[config.mk]
export PLATFORM = sky130hd
export DESIGN_NAME = head_position_ctl
export DESIGN_NICKNAME = d
export VERILOG_FILES = /design/src/verilog/seek_ctl_pkg.sv /design/src/verilog/step_pulser.sv /design/src/verilog/head_position_ctl.sv
export SDC_FILE = /design/constraint.sdc
export NUM_CORES = 1
export LEC_CHECK = 0
export CAP_MARGIN = 20
export CORE_UTILIZATION = 35
export DETAILED_ROUTE_END_ITERATION = 10
export DONT_BUFFER_PORTS = 1
export PLACE_DENSITY_LB_ADDON = 0.08
export SLEW_MARGIN = 20
export SYNTH_ARGS = -nofsm -noshare
export SYNTH_HDL_FRONTEND = slang
export SYNTH_HIERARCHICAL = 1
export SYNTH_SLANG_ARGS = --single-unit
[constraint.sdc]
create_clock -name mclk_i -period 10.7 [get_ports mclk_i]
set_clock_uncertainty 0.15 [all_clocks]
set_input_delay 2.14 -clock mclk_i [delete_from_list [all_inputs] [get_ports mclk_i]]
set_output_delay 2.14 -clock mclk_i [all_outputs]
set_load 0.01 [all_outputs]
[src/verilog/seek_ctl_pkg.sv]
// Constants shared by the head positioning controller and its stepper.
// Assumes a 10 MHz controller clock and byte-addressed Avalon-MM access.
package seek_ctl_pkg;

  // Clock and timing
  localparam int CLK_HZ = 10000000;
  localparam int STEP_UNIT_US = 1000;
  localparam int STEP_UNIT_CYCLES = STEP_UNIT_US * (CLK_HZ / 1000000);
  localparam int STEP_PULSE_NS = 1000;
  localparam int STEP_PULSE_CYCLES =
    (STEP_PULSE_NS * (CLK_HZ / 1000000) + 999) / 1000;
  localparam int RATE_W = 4;
  localparam logic [4:0] RATE_SPAN = 5'h10;

  // Register byte offsets
  localparam logic [4:0] OFS_CMD = 5'h00;
  localparam logic [4:0] OFS_TARGET = 5'h04;
  localparam logic [4:0] OFS_RATE = 5'h08;
  localparam logic [4:0] OFS_STATUS0 = 5'h0C;
  localparam logic [4:0] OFS_STATUS1 = 5'h10;
  localparam logic [4:0] OFS_CYL = 5'h14;
  localparam logic [4:0] OFS_IDENT = 5'h18;
  localparam logic [4:0] OFS_FLAGS = 5'h1C;

  // Command codes in the low bits of the command register
  typedef enum logic [2:0] {
    CMD_NONE = 3'h0,
    CMD_SEEK = 3'h1,
    CMD_RECAL = 3'h2,
    CMD_READ_ID = 3'h3,
    CMD_SENSE = 3'h4,
    CMD_POWER_DOWN = 3'h5,
    CMD_WAKE = 3'h6
  } cmd_type;

  // Interrupt codes
  localparam logic [1:0] IC_NORMAL = 2'h0;
  localparam logic [1:0] IC_ABNORMAL = 2'h1;

  // Recalibrate gives up after this many steps
  localparam logic [6:0] RECAL_MAX_STEPS = 7'h4F;
  // Index pulses allowed while hunting for an identifier mark
  localparam logic [1:0] INDEX_LIMIT = 2'h2;

  // Flags register bit positions
  localparam int FLAG_BUSY = 0;
  localparam int FLAG_INT = 1;
  localparam int FLAG_DOWN = 2;
  localparam int FLAG_RUN = 3;

  // Single-density track preamble
  localparam logic [7:0] FILL_BYTE = 8'hFF;
  localparam logic [7:0] SYNC_BYTE = 8'h00;
  localparam logic [7:0] INDEX_MARK = 8'hFC;
  localparam logic [7:0] IDENT_MARK = 8'hFE;
  localparam logic [7:0] DATA_MARK = 8'hFB;
  localparam logic [7:0] DELETED_MARK = 8'hF8;
  localparam logic [5:0] GAP4A_LEN = 6'h28;
  localparam logic [5:0] GAP1_LEN = 6'h1A;
  localparam logic [5:0] SYNC_LEN = 6'h06;
  localparam logic [5:0] MARK_LEN = 6'h01;
  localparam logic [2:0] SEG_LAST = 3'h5;

endpackage

[src/verilog/step_pulser.sv]
// Step pulse timer for the drive's step line.
// Assumes run_i is held by the controller for the whole positioning move.
module step_pulser #(
  parameter int UNIT_CYCLES = seek_ctl_pkg::STEP_UNIT_CYCLES,
  parameter int PULSE_CYCLES = seek_ctl_pkg::STEP_PULSE_CYCLES
) (
  // Clock and reset
  input wire logic mclk_i,
  input wire logic rst_i,
  // Control
  input wire logic run_i,
  input wire logic [seek_ctl_pkg::RATE_W-1:0] rate_i,
  // Drive step line and completion strobe
  output logic step_o,
  output logic stepped_o
);

  logic [23:0] wait_q;
  logic [15:0] width_q;
  logic step_q;
  logic first_q;
  logic stepped_q;
  logic [23:0] gap_full;
  logic [23:0] gap_next;

  // Higher setting means shorter spacing
  assign gap_full = 24'(({19'h0, seek_ctl_pkg::RATE_SPAN} - 24'(rate_i))
                    * 24'(UNIT_CYCLES));
  // First gap is halved, as a real mechanism allows
  assign gap_next = first_q ? (gap_full >> 1) : gap_full;
  assign step_o = step_q;
  assign stepped_o = stepped_q;

  // Pulse, then wait out the spacing; a started pulse runs full width unless rst_i cuts it short
  always_ff @(posedge mclk_i) begin
    if (rst_i || (!run_i && !step_q)) begin
      wait_q <= 24'h0;
      width_q <= 16'h0;
      step_q <= 1'b0;
      first_q <= 1'b1;
      stepped_q <= 1'b0;
    end else begin
      stepped_q <= 1'b0;
      if (step_q) begin
        if (width_q == 16'(PULSE_CYCLES - 1)) begin
          step_q <= 1'b0;
          stepped_q <= 1'b1;
          wait_q <= gap_next;
          first_q <= 1'b0;
          width_q <= 16'h0;
        end else begin
          width_q <= width_q + 16'h1;
        end
      end else if (wait_q != 24'h0) begin
        wait_q <= wait_q - 24'h1;
      end else if (!stepped_q) begin
        step_q <= 1'b1; // Owner may end the move first
      end
    end
  end

endmodule

[src/verilog/head_position_ctl.sv]
// Head positioning and control commands of a floppy controller, with
// an Avalon-MM register slave and a single-density preamble source.
// Assumes drive pins are asynchronous and the identifier decoder runs
// on mclk_i.
//
// How it works
// - Only seek, recal, read-id raise interrupts
// - Read-id latches first good identifier field
// - Two index pulses without mark: abnormal end
// - Recal clears cylinder, watches track zero
// - Recal steps outward while track zero low
// - Track zero high ends recal, seek-end set
// - 79 steps without track zero: equipment check
// - Busy only while a command is written
// - Target above present: step inward
// - Target below present: step outward
// - Step spacing follows step-rate setting
// - Compare after each step; equal ends seek
// - Head bit in status zero reads zero
// - Wake-up clears cylinder and all status
// - Preamble fill, sync and mark bytes
// - Sense reports code 00 normal, 01 abnormal
// - First step gap may be shorter
//
// Added by the designer: the address map and the Avalon-MM register port.
module head_position_ctl #(
  parameter int STEP_UNIT_CYCLES = seek_ctl_pkg::STEP_UNIT_CYCLES
) (
  // Clock and reset
  input wire logic mclk_i,
  input wire logic rst_i,
  // Avalon-MM slave
  input wire logic [4:0] avs_address_i,
  input wire logic avs_read_i,
  input wire logic avs_write_i,
  input wire logic [31:0] avs_writedata_i,
  input wire logic [3:0] avs_byteenable_i,
  output logic [31:0] avs_readdata_o,
  output logic avs_waitrequest_o,
  // Drive pins
  input wire logic track_zero_in_i,
  input wire logic index_pulse_in_i,
  output logic step_o,
  output logic direction_o,
  // Identifier fields from the read channel
  input wire logic id_found_i,
  input wire logic [7:0] id_cyl_i,
  input wire logic [7:0] id_head_i,
  input wire logic [7:0] id_sec_i,
  input wire logic [7:0] id_size_i,
  // Preamble byte stream for formatting
  input wire logic fmt_start_i,
  input wire logic fmt_ready_i,
  output logic [7:0] fmt_byte_o,
  output logic fmt_valid_o,
  // Status outputs
  output logic busy_o,
  output logic controller_interrupt_o
);

  typedef enum logic [1:0] {
    ST_IDLE = 2'b00,
    ST_SEEK = 2'b01,
    ST_RECAL = 2'b10,
    ST_READ_ID = 2'b11
  } state_type;

  state_type state_q, state_d;
  logic ack_q;
  logic [31:0] rdata_q;
  logic [7:0] target_cylinder_q;
  logic [7:0] present_cylinder_q, present_cylinder_d;
  logic [3:0] step_rate_setting_q;
  logic [1:0] interrupt_code_q, interrupt_code_d;
  logic positioning_done_flag_q, positioning_done_flag_d;
  logic equipment_check_flag_q, equipment_check_flag_d;
  logic absent_mark_flag_q, absent_mark_flag_d;
  logic int_q;
  logic down_q;
  logic dir_q, dir_d;
  logic [6:0] steps_q;
  logic [1:0] index_cnt_q;
  logic [31:0] ident_q;
  logic tz_s1_q, tz_s2_q;
  logic ix_s1_q, ix_s2_q, ix_s3_q;
  logic [2:0] seg_q;
  logic [5:0] seg_cnt_q;
  logic fmt_on_q;

  logic access, wr_en, rd_take;
  logic cmd_wr;
  logic [2:0] cmd_code;
  logic stepped;
  logic index_edge;
  logic finish;
  logic [7:0] status_zero;
  logic [31:0] rd_mux;
  logic [7:0] cyl_next;

  // Bus handshake: every access is answered on its second edge
  assign access = avs_read_i | avs_write_i;
  assign avs_waitrequest_o = access & ~ack_q;
  assign wr_en = avs_write_i & ack_q & avs_byteenable_i[0];
  assign rd_take = avs_read_i & ~ack_q;
  assign avs_readdata_o = rdata_q;
  assign cmd_wr = wr_en && avs_address_i == seek_ctl_pkg::OFS_CMD;
  assign cmd_code = avs_writedata_i[2:0];

  assign busy_o = avs_write_i && avs_address_i == seek_ctl_pkg::OFS_CMD;

  assign status_zero = {interrupt_code_q, positioning_done_flag_q,
                        equipment_check_flag_q, 4'h0};

  // Register read selection; unmapped offsets read as zero
  assign rd_mux =
    avs_address_i == seek_ctl_pkg::OFS_TARGET ? {24'h0, target_cylinder_q} :
    avs_address_i == seek_ctl_pkg::OFS_RATE ? {28'h0, step_rate_setting_q} :
    avs_address_i == seek_ctl_pkg::OFS_STATUS0 ? {24'h0, status_zero} :
    avs_address_i == seek_ctl_pkg::OFS_STATUS1 ?
      {31'h0, absent_mark_flag_q} :
    avs_address_i == seek_ctl_pkg::OFS_CYL ? {24'h0, present_cylinder_q} :
    avs_address_i == seek_ctl_pkg::OFS_IDENT ? ident_q :
    avs_address_i == seek_ctl_pkg::OFS_FLAGS ?
      {28'h0, state_q != ST_IDLE, down_q, int_q, busy_o} :
    32'h0;

  // Bus answer and read data
  always_ff @(posedge mclk_i) begin
    if (rst_i) begin
      ack_q <= 1'b0;
      rdata_q <= 32'h0;
    end else begin
      ack_q <= access & ~ack_q;
      if (rd_take) begin
        rdata_q <= rd_mux;
      end
    end
  end

  // Plain software settings
  always_ff @(posedge mclk_i) begin
    if (rst_i) begin
      target_cylinder_q <= 8'h0;
      step_rate_setting_q <= 4'h0;
    end else if (wr_en) begin
      if (avs_address_i == seek_ctl_pkg::OFS_TARGET) begin
        target_cylinder_q <= avs_writedata_i[7:0];
      end
      if (avs_address_i == seek_ctl_pkg::OFS_RATE) begin
        step_rate_setting_q <= avs_writedata_i[3:0];
      end
    end
  end

  // Drive pins pass two flops before use
  always_ff @(posedge mclk_i) begin
    if (rst_i) begin
      tz_s1_q <= 1'b0;
      tz_s2_q <= 1'b0;
      ix_s1_q <= 1'b0;
      ix_s2_q <= 1'b0;
      ix_s3_q <= 1'b0;
    end else begin
      tz_s1_q <= track_zero_in_i;
      tz_s2_q <= tz_s1_q;
      ix_s1_q <= index_pulse_in_i;
      ix_s2_q <= ix_s1_q;
      ix_s3_q <= ix_s2_q;
    end
  end
  assign index_edge = ix_s2_q & ~ix_s3_q;

  step_pulser #(
    .UNIT_CYCLES(STEP_UNIT_CYCLES),
    .PULSE_CYCLES(seek_ctl_pkg::STEP_PULSE_CYCLES)
  ) u_step (
    .mclk_i(mclk_i),
    .rst_i(rst_i),
    .run_i((state_q == ST_SEEK) || (state_q == ST_RECAL && !tz_s2_q)),
    .rate_i(step_rate_setting_q),
    .step_o(step_o),
    .stepped_o(stepped)
  );
  assign direction_o = dir_q;

  assign cyl_next = dir_q ? present_cylinder_q + 8'h1
                          : present_cylinder_q - 8'h1;

  // Command start, stepping and termination
  always_comb begin
    state_d = state_q;
    present_cylinder_d = present_cylinder_q;
    dir_d = dir_q;
    interrupt_code_d = interrupt_code_q;
    positioning_done_flag_d = positioning_done_flag_q;
    equipment_check_flag_d = equipment_check_flag_q;
    absent_mark_flag_d = absent_mark_flag_q;
    finish = 1'b0;
    unique case (state_q)
      ST_IDLE: begin
      end
      ST_SEEK: begin
        if (stepped) begin
          present_cylinder_d = cyl_next;
          if (cyl_next == target_cylinder_q) begin
            positioning_done_flag_d = 1'b1;
            interrupt_code_d = seek_ctl_pkg::IC_NORMAL;
            finish = 1'b1;
            state_d = ST_IDLE;
          end
        end
      end
      ST_RECAL: begin
        // track zero ends recal, after the pulse
        if (tz_s2_q && !step_o) begin
          positioning_done_flag_d = 1'b1;
          interrupt_code_d = seek_ctl_pkg::IC_NORMAL;
          finish = 1'b1;
          state_d = ST_IDLE;
        end else if (stepped && steps_q == seek_ctl_pkg::RECAL_MAX_STEPS
                     - 7'h1) begin
          positioning_done_flag_d = 1'b1;
          equipment_check_flag_d = 1'b1;
          interrupt_code_d = seek_ctl_pkg::IC_ABNORMAL;
          finish = 1'b1;
          state_d = ST_IDLE;
        end
      end
      ST_READ_ID: begin
        if (id_found_i) begin
          interrupt_code_d = seek_ctl_pkg::IC_NORMAL;
          finish = 1'b1;
          state_d = ST_IDLE;
        end else if (index_edge &&
                     index_cnt_q == seek_ctl_pkg::INDEX_LIMIT - 2'h1) begin
          interrupt_code_d = seek_ctl_pkg::IC_ABNORMAL;
          absent_mark_flag_d = 1'b1;
          finish = 1'b1;
          state_d = ST_IDLE;
        end
      end
    endcase
    // A new seek, recal, read-id or power-down command overrides a move in progress
    if (cmd_wr && !down_q) begin
      unique case (cmd_code)
        seek_ctl_pkg::CMD_SEEK: begin
          positioning_done_flag_d = 1'b0;
          equipment_check_flag_d = 1'b0;
          dir_d = present_cylinder_q < target_cylinder_q;
          if (present_cylinder_q == target_cylinder_q) begin
            positioning_done_flag_d = 1'b1;
            interrupt_code_d = seek_ctl_pkg::IC_NORMAL;
            finish = 1'b1;
            state_d = ST_IDLE;
          end else begin
            state_d = ST_SEEK;
          end
        end
        seek_ctl_pkg::CMD_RECAL: begin
          present_cylinder_d = 8'h0;
          positioning_done_flag_d = 1'b0;
          equipment_check_flag_d = 1'b0;
          dir_d = 1'b0;
          state_d = ST_RECAL;
        end
        seek_ctl_pkg::CMD_READ_ID: begin
          absent_mark_flag_d = 1'b0;
          state_d = ST_READ_ID;
        end
        seek_ctl_pkg::CMD_POWER_DOWN: begin
          state_d = ST_IDLE;
        end
        default: begin
        end
      endcase
    end
    if (cmd_wr && down_q && cmd_code == seek_ctl_pkg::CMD_WAKE) begin
      present_cylinder_d = 8'h0;
      interrupt_code_d = seek_ctl_pkg::IC_NORMAL;
      positioning_done_flag_d = 1'b0;
      equipment_check_flag_d = 1'b0;
      absent_mark_flag_d = 1'b0;
    end
  end

  // Controller state
  always_ff @(posedge mclk_i) begin
    if (rst_i) begin
      state_q <= ST_IDLE;
      present_cylinder_q <= 8'h0;
      dir_q <= 1'b0;
      interrupt_code_q <= seek_ctl_pkg::IC_NORMAL;
      positioning_done_flag_q <= 1'b0;
      equipment_check_flag_q <= 1'b0;
      absent_mark_flag_q <= 1'b0;
    end else begin
      state_q <= state_d;
      present_cylinder_q <= present_cylinder_d;
      dir_q <= dir_d;
      interrupt_code_q <= interrupt_code_d;
      positioning_done_flag_q <= positioning_done_flag_d;
      equipment_check_flag_q <= equipment_check_flag_d;
      absent_mark_flag_q <= absent_mark_flag_d;
    end
  end

  // Step and index counters, restarted by each command
  always_ff @(posedge mclk_i) begin
    if (rst_i || cmd_wr) begin
      steps_q <= 7'h0;
      index_cnt_q <= 2'h0;
    end else begin
      if (stepped) begin
        steps_q <= steps_q + 7'h1;
      end
      if (index_edge && state_q == ST_READ_ID) begin
        index_cnt_q <= index_cnt_q + 2'h1;
      end
    end
  end

  always_ff @(posedge mclk_i) begin
    if (rst_i) begin
      ident_q <= 32'h0;
    end else if (state_q == ST_READ_ID && id_found_i) begin
      ident_q <= {id_size_i, id_sec_i, id_head_i, id_cyl_i};
    end
  end

  // completion sets, sense clears; completion wins
  always_ff @(posedge mclk_i) begin
    if (rst_i) begin
      int_q <= 1'b0;
      down_q <= 1'b0;
    end else begin
      int_q <= finish |
        (int_q & ~(cmd_wr && cmd_code == seek_ctl_pkg::CMD_SENSE));
      if (cmd_wr && cmd_code == seek_ctl_pkg::CMD_POWER_DOWN) begin
        down_q <= 1'b1;
      end else if (cmd_wr && cmd_code == seek_ctl_pkg::CMD_WAKE) begin
        down_q <= 1'b0;
      end
    end
  end
  assign controller_interrupt_o = int_q;

  // Preamble segment table, read by the byte and length paths
  function automatic logic [7:0] seg_byte(input logic [2:0] seg);
    unique case (seg)
      3'h0, 3'h3: seg_byte = seek_ctl_pkg::FILL_BYTE;
      3'h2: seg_byte = seek_ctl_pkg::INDEX_MARK;
      3'h5: seg_byte = seek_ctl_pkg::IDENT_MARK;
      default: seg_byte = seek_ctl_pkg::SYNC_BYTE;
    endcase
  endfunction

  function automatic logic [5:0] seg_len(input logic [2:0] seg);
    unique case (seg)
      3'h0: seg_len = seek_ctl_pkg::GAP4A_LEN;
      3'h3: seg_len = seek_ctl_pkg::GAP1_LEN;
      3'h2, 3'h5: seg_len = seek_ctl_pkg::MARK_LEN;
      default: seg_len = seek_ctl_pkg::SYNC_LEN;
    endcase
  endfunction

  always_ff @(posedge mclk_i) begin
    if (rst_i) begin
      fmt_on_q <= 1'b0;
      seg_q <= 3'h0;
      seg_cnt_q <= 6'h0;
      fmt_byte_o <= 8'h0;
    end else if (!fmt_on_q) begin
      fmt_on_q <= fmt_start_i;
      seg_q <= 3'h0;
      seg_cnt_q <= 6'h0;
      fmt_byte_o <= seg_byte(3'h0);
    end else if (fmt_ready_i) begin
      if (seg_cnt_q == seg_len(seg_q) - 6'h1) begin
        seg_cnt_q <= 6'h0;
        seg_q <= seg_q + 3'h1;
        fmt_byte_o <= seg_byte(seg_q + 3'h1);
        fmt_on_q <= seg_q != seek_ctl_pkg::SEG_LAST;
      end else begin
        seg_cnt_q <= seg_cnt_q + 6'h1;
      end
    end
  end
  assign fmt_valid_o = fmt_on_q;

endmodule

==> impl_metrics.py <==
metrics = {
    "placement": {
        "gp_congestion": 0.7996,
        "hpwl_um": 16500,
        "dpl_cell_area_mm2": 0.009500,
        "portBuffers": 0,
        "dp.cells": 1414,
    },
    "timing": {
        "fin_crit_ns": 5.268,
        "worstMarginPinSlew_ns": 1.034,
        "whs_ns": 0.2926,
        "fin_crit_sh_pct": 49.23,
        "rsz0062_at_grt": "false",
        "slew_violations": 0,
        "tns_ns": 0,
        "max-slew-margin-rel_pct": 30.91,
        "fmax_mhz": 189.8,
        "setup_viol": 0,
        "hold_violations": 0,
    },
    "drt": {
        "totalWireLength_um": 23660,
        "viasPerCell": 5.279,
        "topRoutingLayerUsed": "met4",
        "drtPass1Iterations": 8,
        "drt-met1-wl_um": 11640,
        "wl_per_cell_um": 16.36,
        "met3_length_um": 1217,
        "dr_wl_met2_um": 10600,
        "num_vias": 7633,
        "dr.first_iter.drc_count": 516,
        "final_antenna_net_count": 0,
        "drc": 0,
    },
    "clock_tree": {
        "root_buffer": "clkbuf_16",
        "numCtsBuffers": 17,
        "clk_pin_slew_ns": 0.07,
        "clk_latency_ns": 0.44,
        "post_cts_buffers": 0,
        "htree_levels": 4,
        "cts_tree": "built",
        "cts_buffer_depth": 2,
        "ctsResizeCount": 0,
        "cts_sinks": 165,
        "holdBufCountCts": 0,
    },
    "cells_and_area": {
        "diodes": 0,
        "fin_cells": 1446,
        "drive_gt1_share_pct": 6.031,
        "layout.nets": 1245,
        "stdcell_area_mm2": 0.01012,
        "syn2layout_area_growth_pct": 8.895,
    },
    "critical_path": {
        "start_kind": "input pin",
        "crit_family": "simple AND/OR/NAND/NOR gates",
        "cp_slowest_cell": "or4b_4",
        "endpoint_kind": "output port",
        "path_cells": "or4b_4 > nor3_1",
        "max_stage_delay_ns": 0.53,
        "cp_data_arrival_time_ns": 2.98,
        "critical_path_class": "input pin to output port",
        "cp_max_fo": 3,
        "crit_required_ns": 8.41,
        "critPathBufInv": 0,
    },
    "global_route": {
        "grt_pass1_wl_um": 38000,
        "grt_max_degree": 99,
        "grt_overflow_total": 0,
        "antenna_found_initial": 0,
        "track_usage_pct": 17.64,
        "grt_pass1_vias": 7086,
    },
    "power": {
        "switching_share_pct": 26.39,
        "ir_drop_mv": 0.08981,
        "switchingPower_w": 0.0003399,
        "powerDensity_mw_per_mm2": 127.2,
        "p_leak_nw": 3.821,
        "internal_power_w": 0.0009481,
        "power_frac_seq_pct": 48.1,
        "total_power_w": 0.001288,
        "p_comb_share_pct": 1.9,
        "clock_power_share_pct": 49.9,
    },
    "run_status": {
        "status": "complete, no violations",
    },
    "logic_synthesis": {
        "synth-edff-count": 0,
        "synth_compound_area_share_pct": 18.17,
        "syn_inst": 1135,
        "syn_nets": 1282,
        "synthXorXnorAreaFrac_pct": 5.517,
        "avgSynthCellArea_um2": 8.192,
        "muxShareOfSynthArea_pct": 4.252,
        "synthFlopType": "dfxtp_1",
        "synthSimpleGateAreaFrac_pct": 22.86,
        "asyncSetResetFlopFracSynth_pct": 0,
        "synth_area_mm2": 0.009298,
        "synth_fa_ha_area_share_pct": 8.909,
        "synth_top_cells_by_area": "dfxtp_1 (36%), ha_1 (8.5%), a21oi_1 (5.3%)",
        "yosysUniqueCellTypes": 78,
        "ys_top_cells_by_count": "dfxtp_1 (165), nor2_1 (128), nand2_1 (125)",
        "synth_seq_cells": 165,
        "yosysTopAreaCell": "dfxtp_1",
        "synth_top_family_by_area": "simple AND/OR/NAND/NOR gates",
        "yosysWarnings": 6,
        "ys_seq_area_share_pct": 35.53,
        "synth_most_common_cell": "dfxtp_1",
        "netlist.area_leader.share_pct": 35.53,
    },
    "flow_run": {
        "cap_violations": 0,
    },
    "floorplanning": {
        "die_area_mm2": 0.02722,
        "die_h_um": 165.0,
        "num_io_pins": 128,
        "coreArea_mm2": 0.02606,
        "start_util_pct": 35.68,
        "rows": 59,
        "chipWidth_um": 165.0,
    },
    "min_path": {
        "hold_class": "register to register",
    },
}
[per-stage QoR]
| step | utilization [%] | setup slack, ns |
|---|---|---|
| finish | 38.85 | 5.432 |
| global route | 38.85 | 5.407 |
| CTS | 38.85 | 5.426 |
| detailed placement | 36.46 | 5.426 |
| global placement | 36.46 | 5.437 |
| floorplan | - | 5.403 |
[area by class of cell]
class                   count  area, um^2
clock buffers              17       425.4
multi-input cells         860        5552
fillers                  2730       15930
well taps                 335       419.2
flip-flops and latches    165        3304
repair buffers              6       45.04
clock inverters            15       198.9
inverters                  48       180.2
[per-layer routing]
metal	GRT usage, %	up-vias
li1	-	3937
met1	23.95	3554
met2	27.63	132
met3	4.721	10
met4	4.045	0
met5	0	-
[kinds of logic after synthesis]
family / Yosys count
compound gates: 266
xor+xnor: 57
fa+ha+maj: 65
buf+inv: 110
flops: 165
mux: 39
simple gates: 433
[flip-flops by register name, summed over array words and instances (netlist names), 4 cells and up]
signal / flops
avs_readdata_o: 32
ident_q: 32
present_cylinder_q: 8
seg_cnt_q: 6
step_rate_setting_q: 4
steps_q: 7
target_cylinder_q: 8
u_step/wait_q: 24
u_step/width_q: 16
[final timing paths]
path	slack (ns)	end	start	cells past startpoint
max reg2reg	5.77	u_step/wait_q[18]$_SDFFE_PP0P_	step_rate_setting_q[0]$_SDFFE_PP0P_	16
min reg2reg	0.29	tz_s2_q$_SDFF_PP0_	tz_s1_q$_SDFF_PP0_	1
max	5.43	busy_o	avs_address_i[1]	2
min	0.29	tz_s2_q$_SDFF_PP0_	tz_s1_q$_SDFF_PP0_	1
[layout by cell type (no fill, tap or decap), drive strengths merged, types with 28 or more instances in the layout]
cell type and count:
a21oi 99, a22oi 30, dfxtp 165, ha 63
inv 55, mux2i 35, nand2 125, nor2 128
nor3 28, o21ai 40, xnor2 30
[power groups by stage]
stage | Combinational [W] | Clock (W) | Sequential (W)
CTS | 0.0000254 | 0.000663 | 0.000620
global route | 0.0000278 | 0.000686 | 0.000621
finish | 0.0000249 | 0.000643 | 0.000620
detailed placement | 0.0000252 | 0 | 0.000635
global placement | 0.0000252 | 0 | 0.000635
floorplan | 0.0000306 | 0 | 0.000633
(Power assumes the default switching activity.)
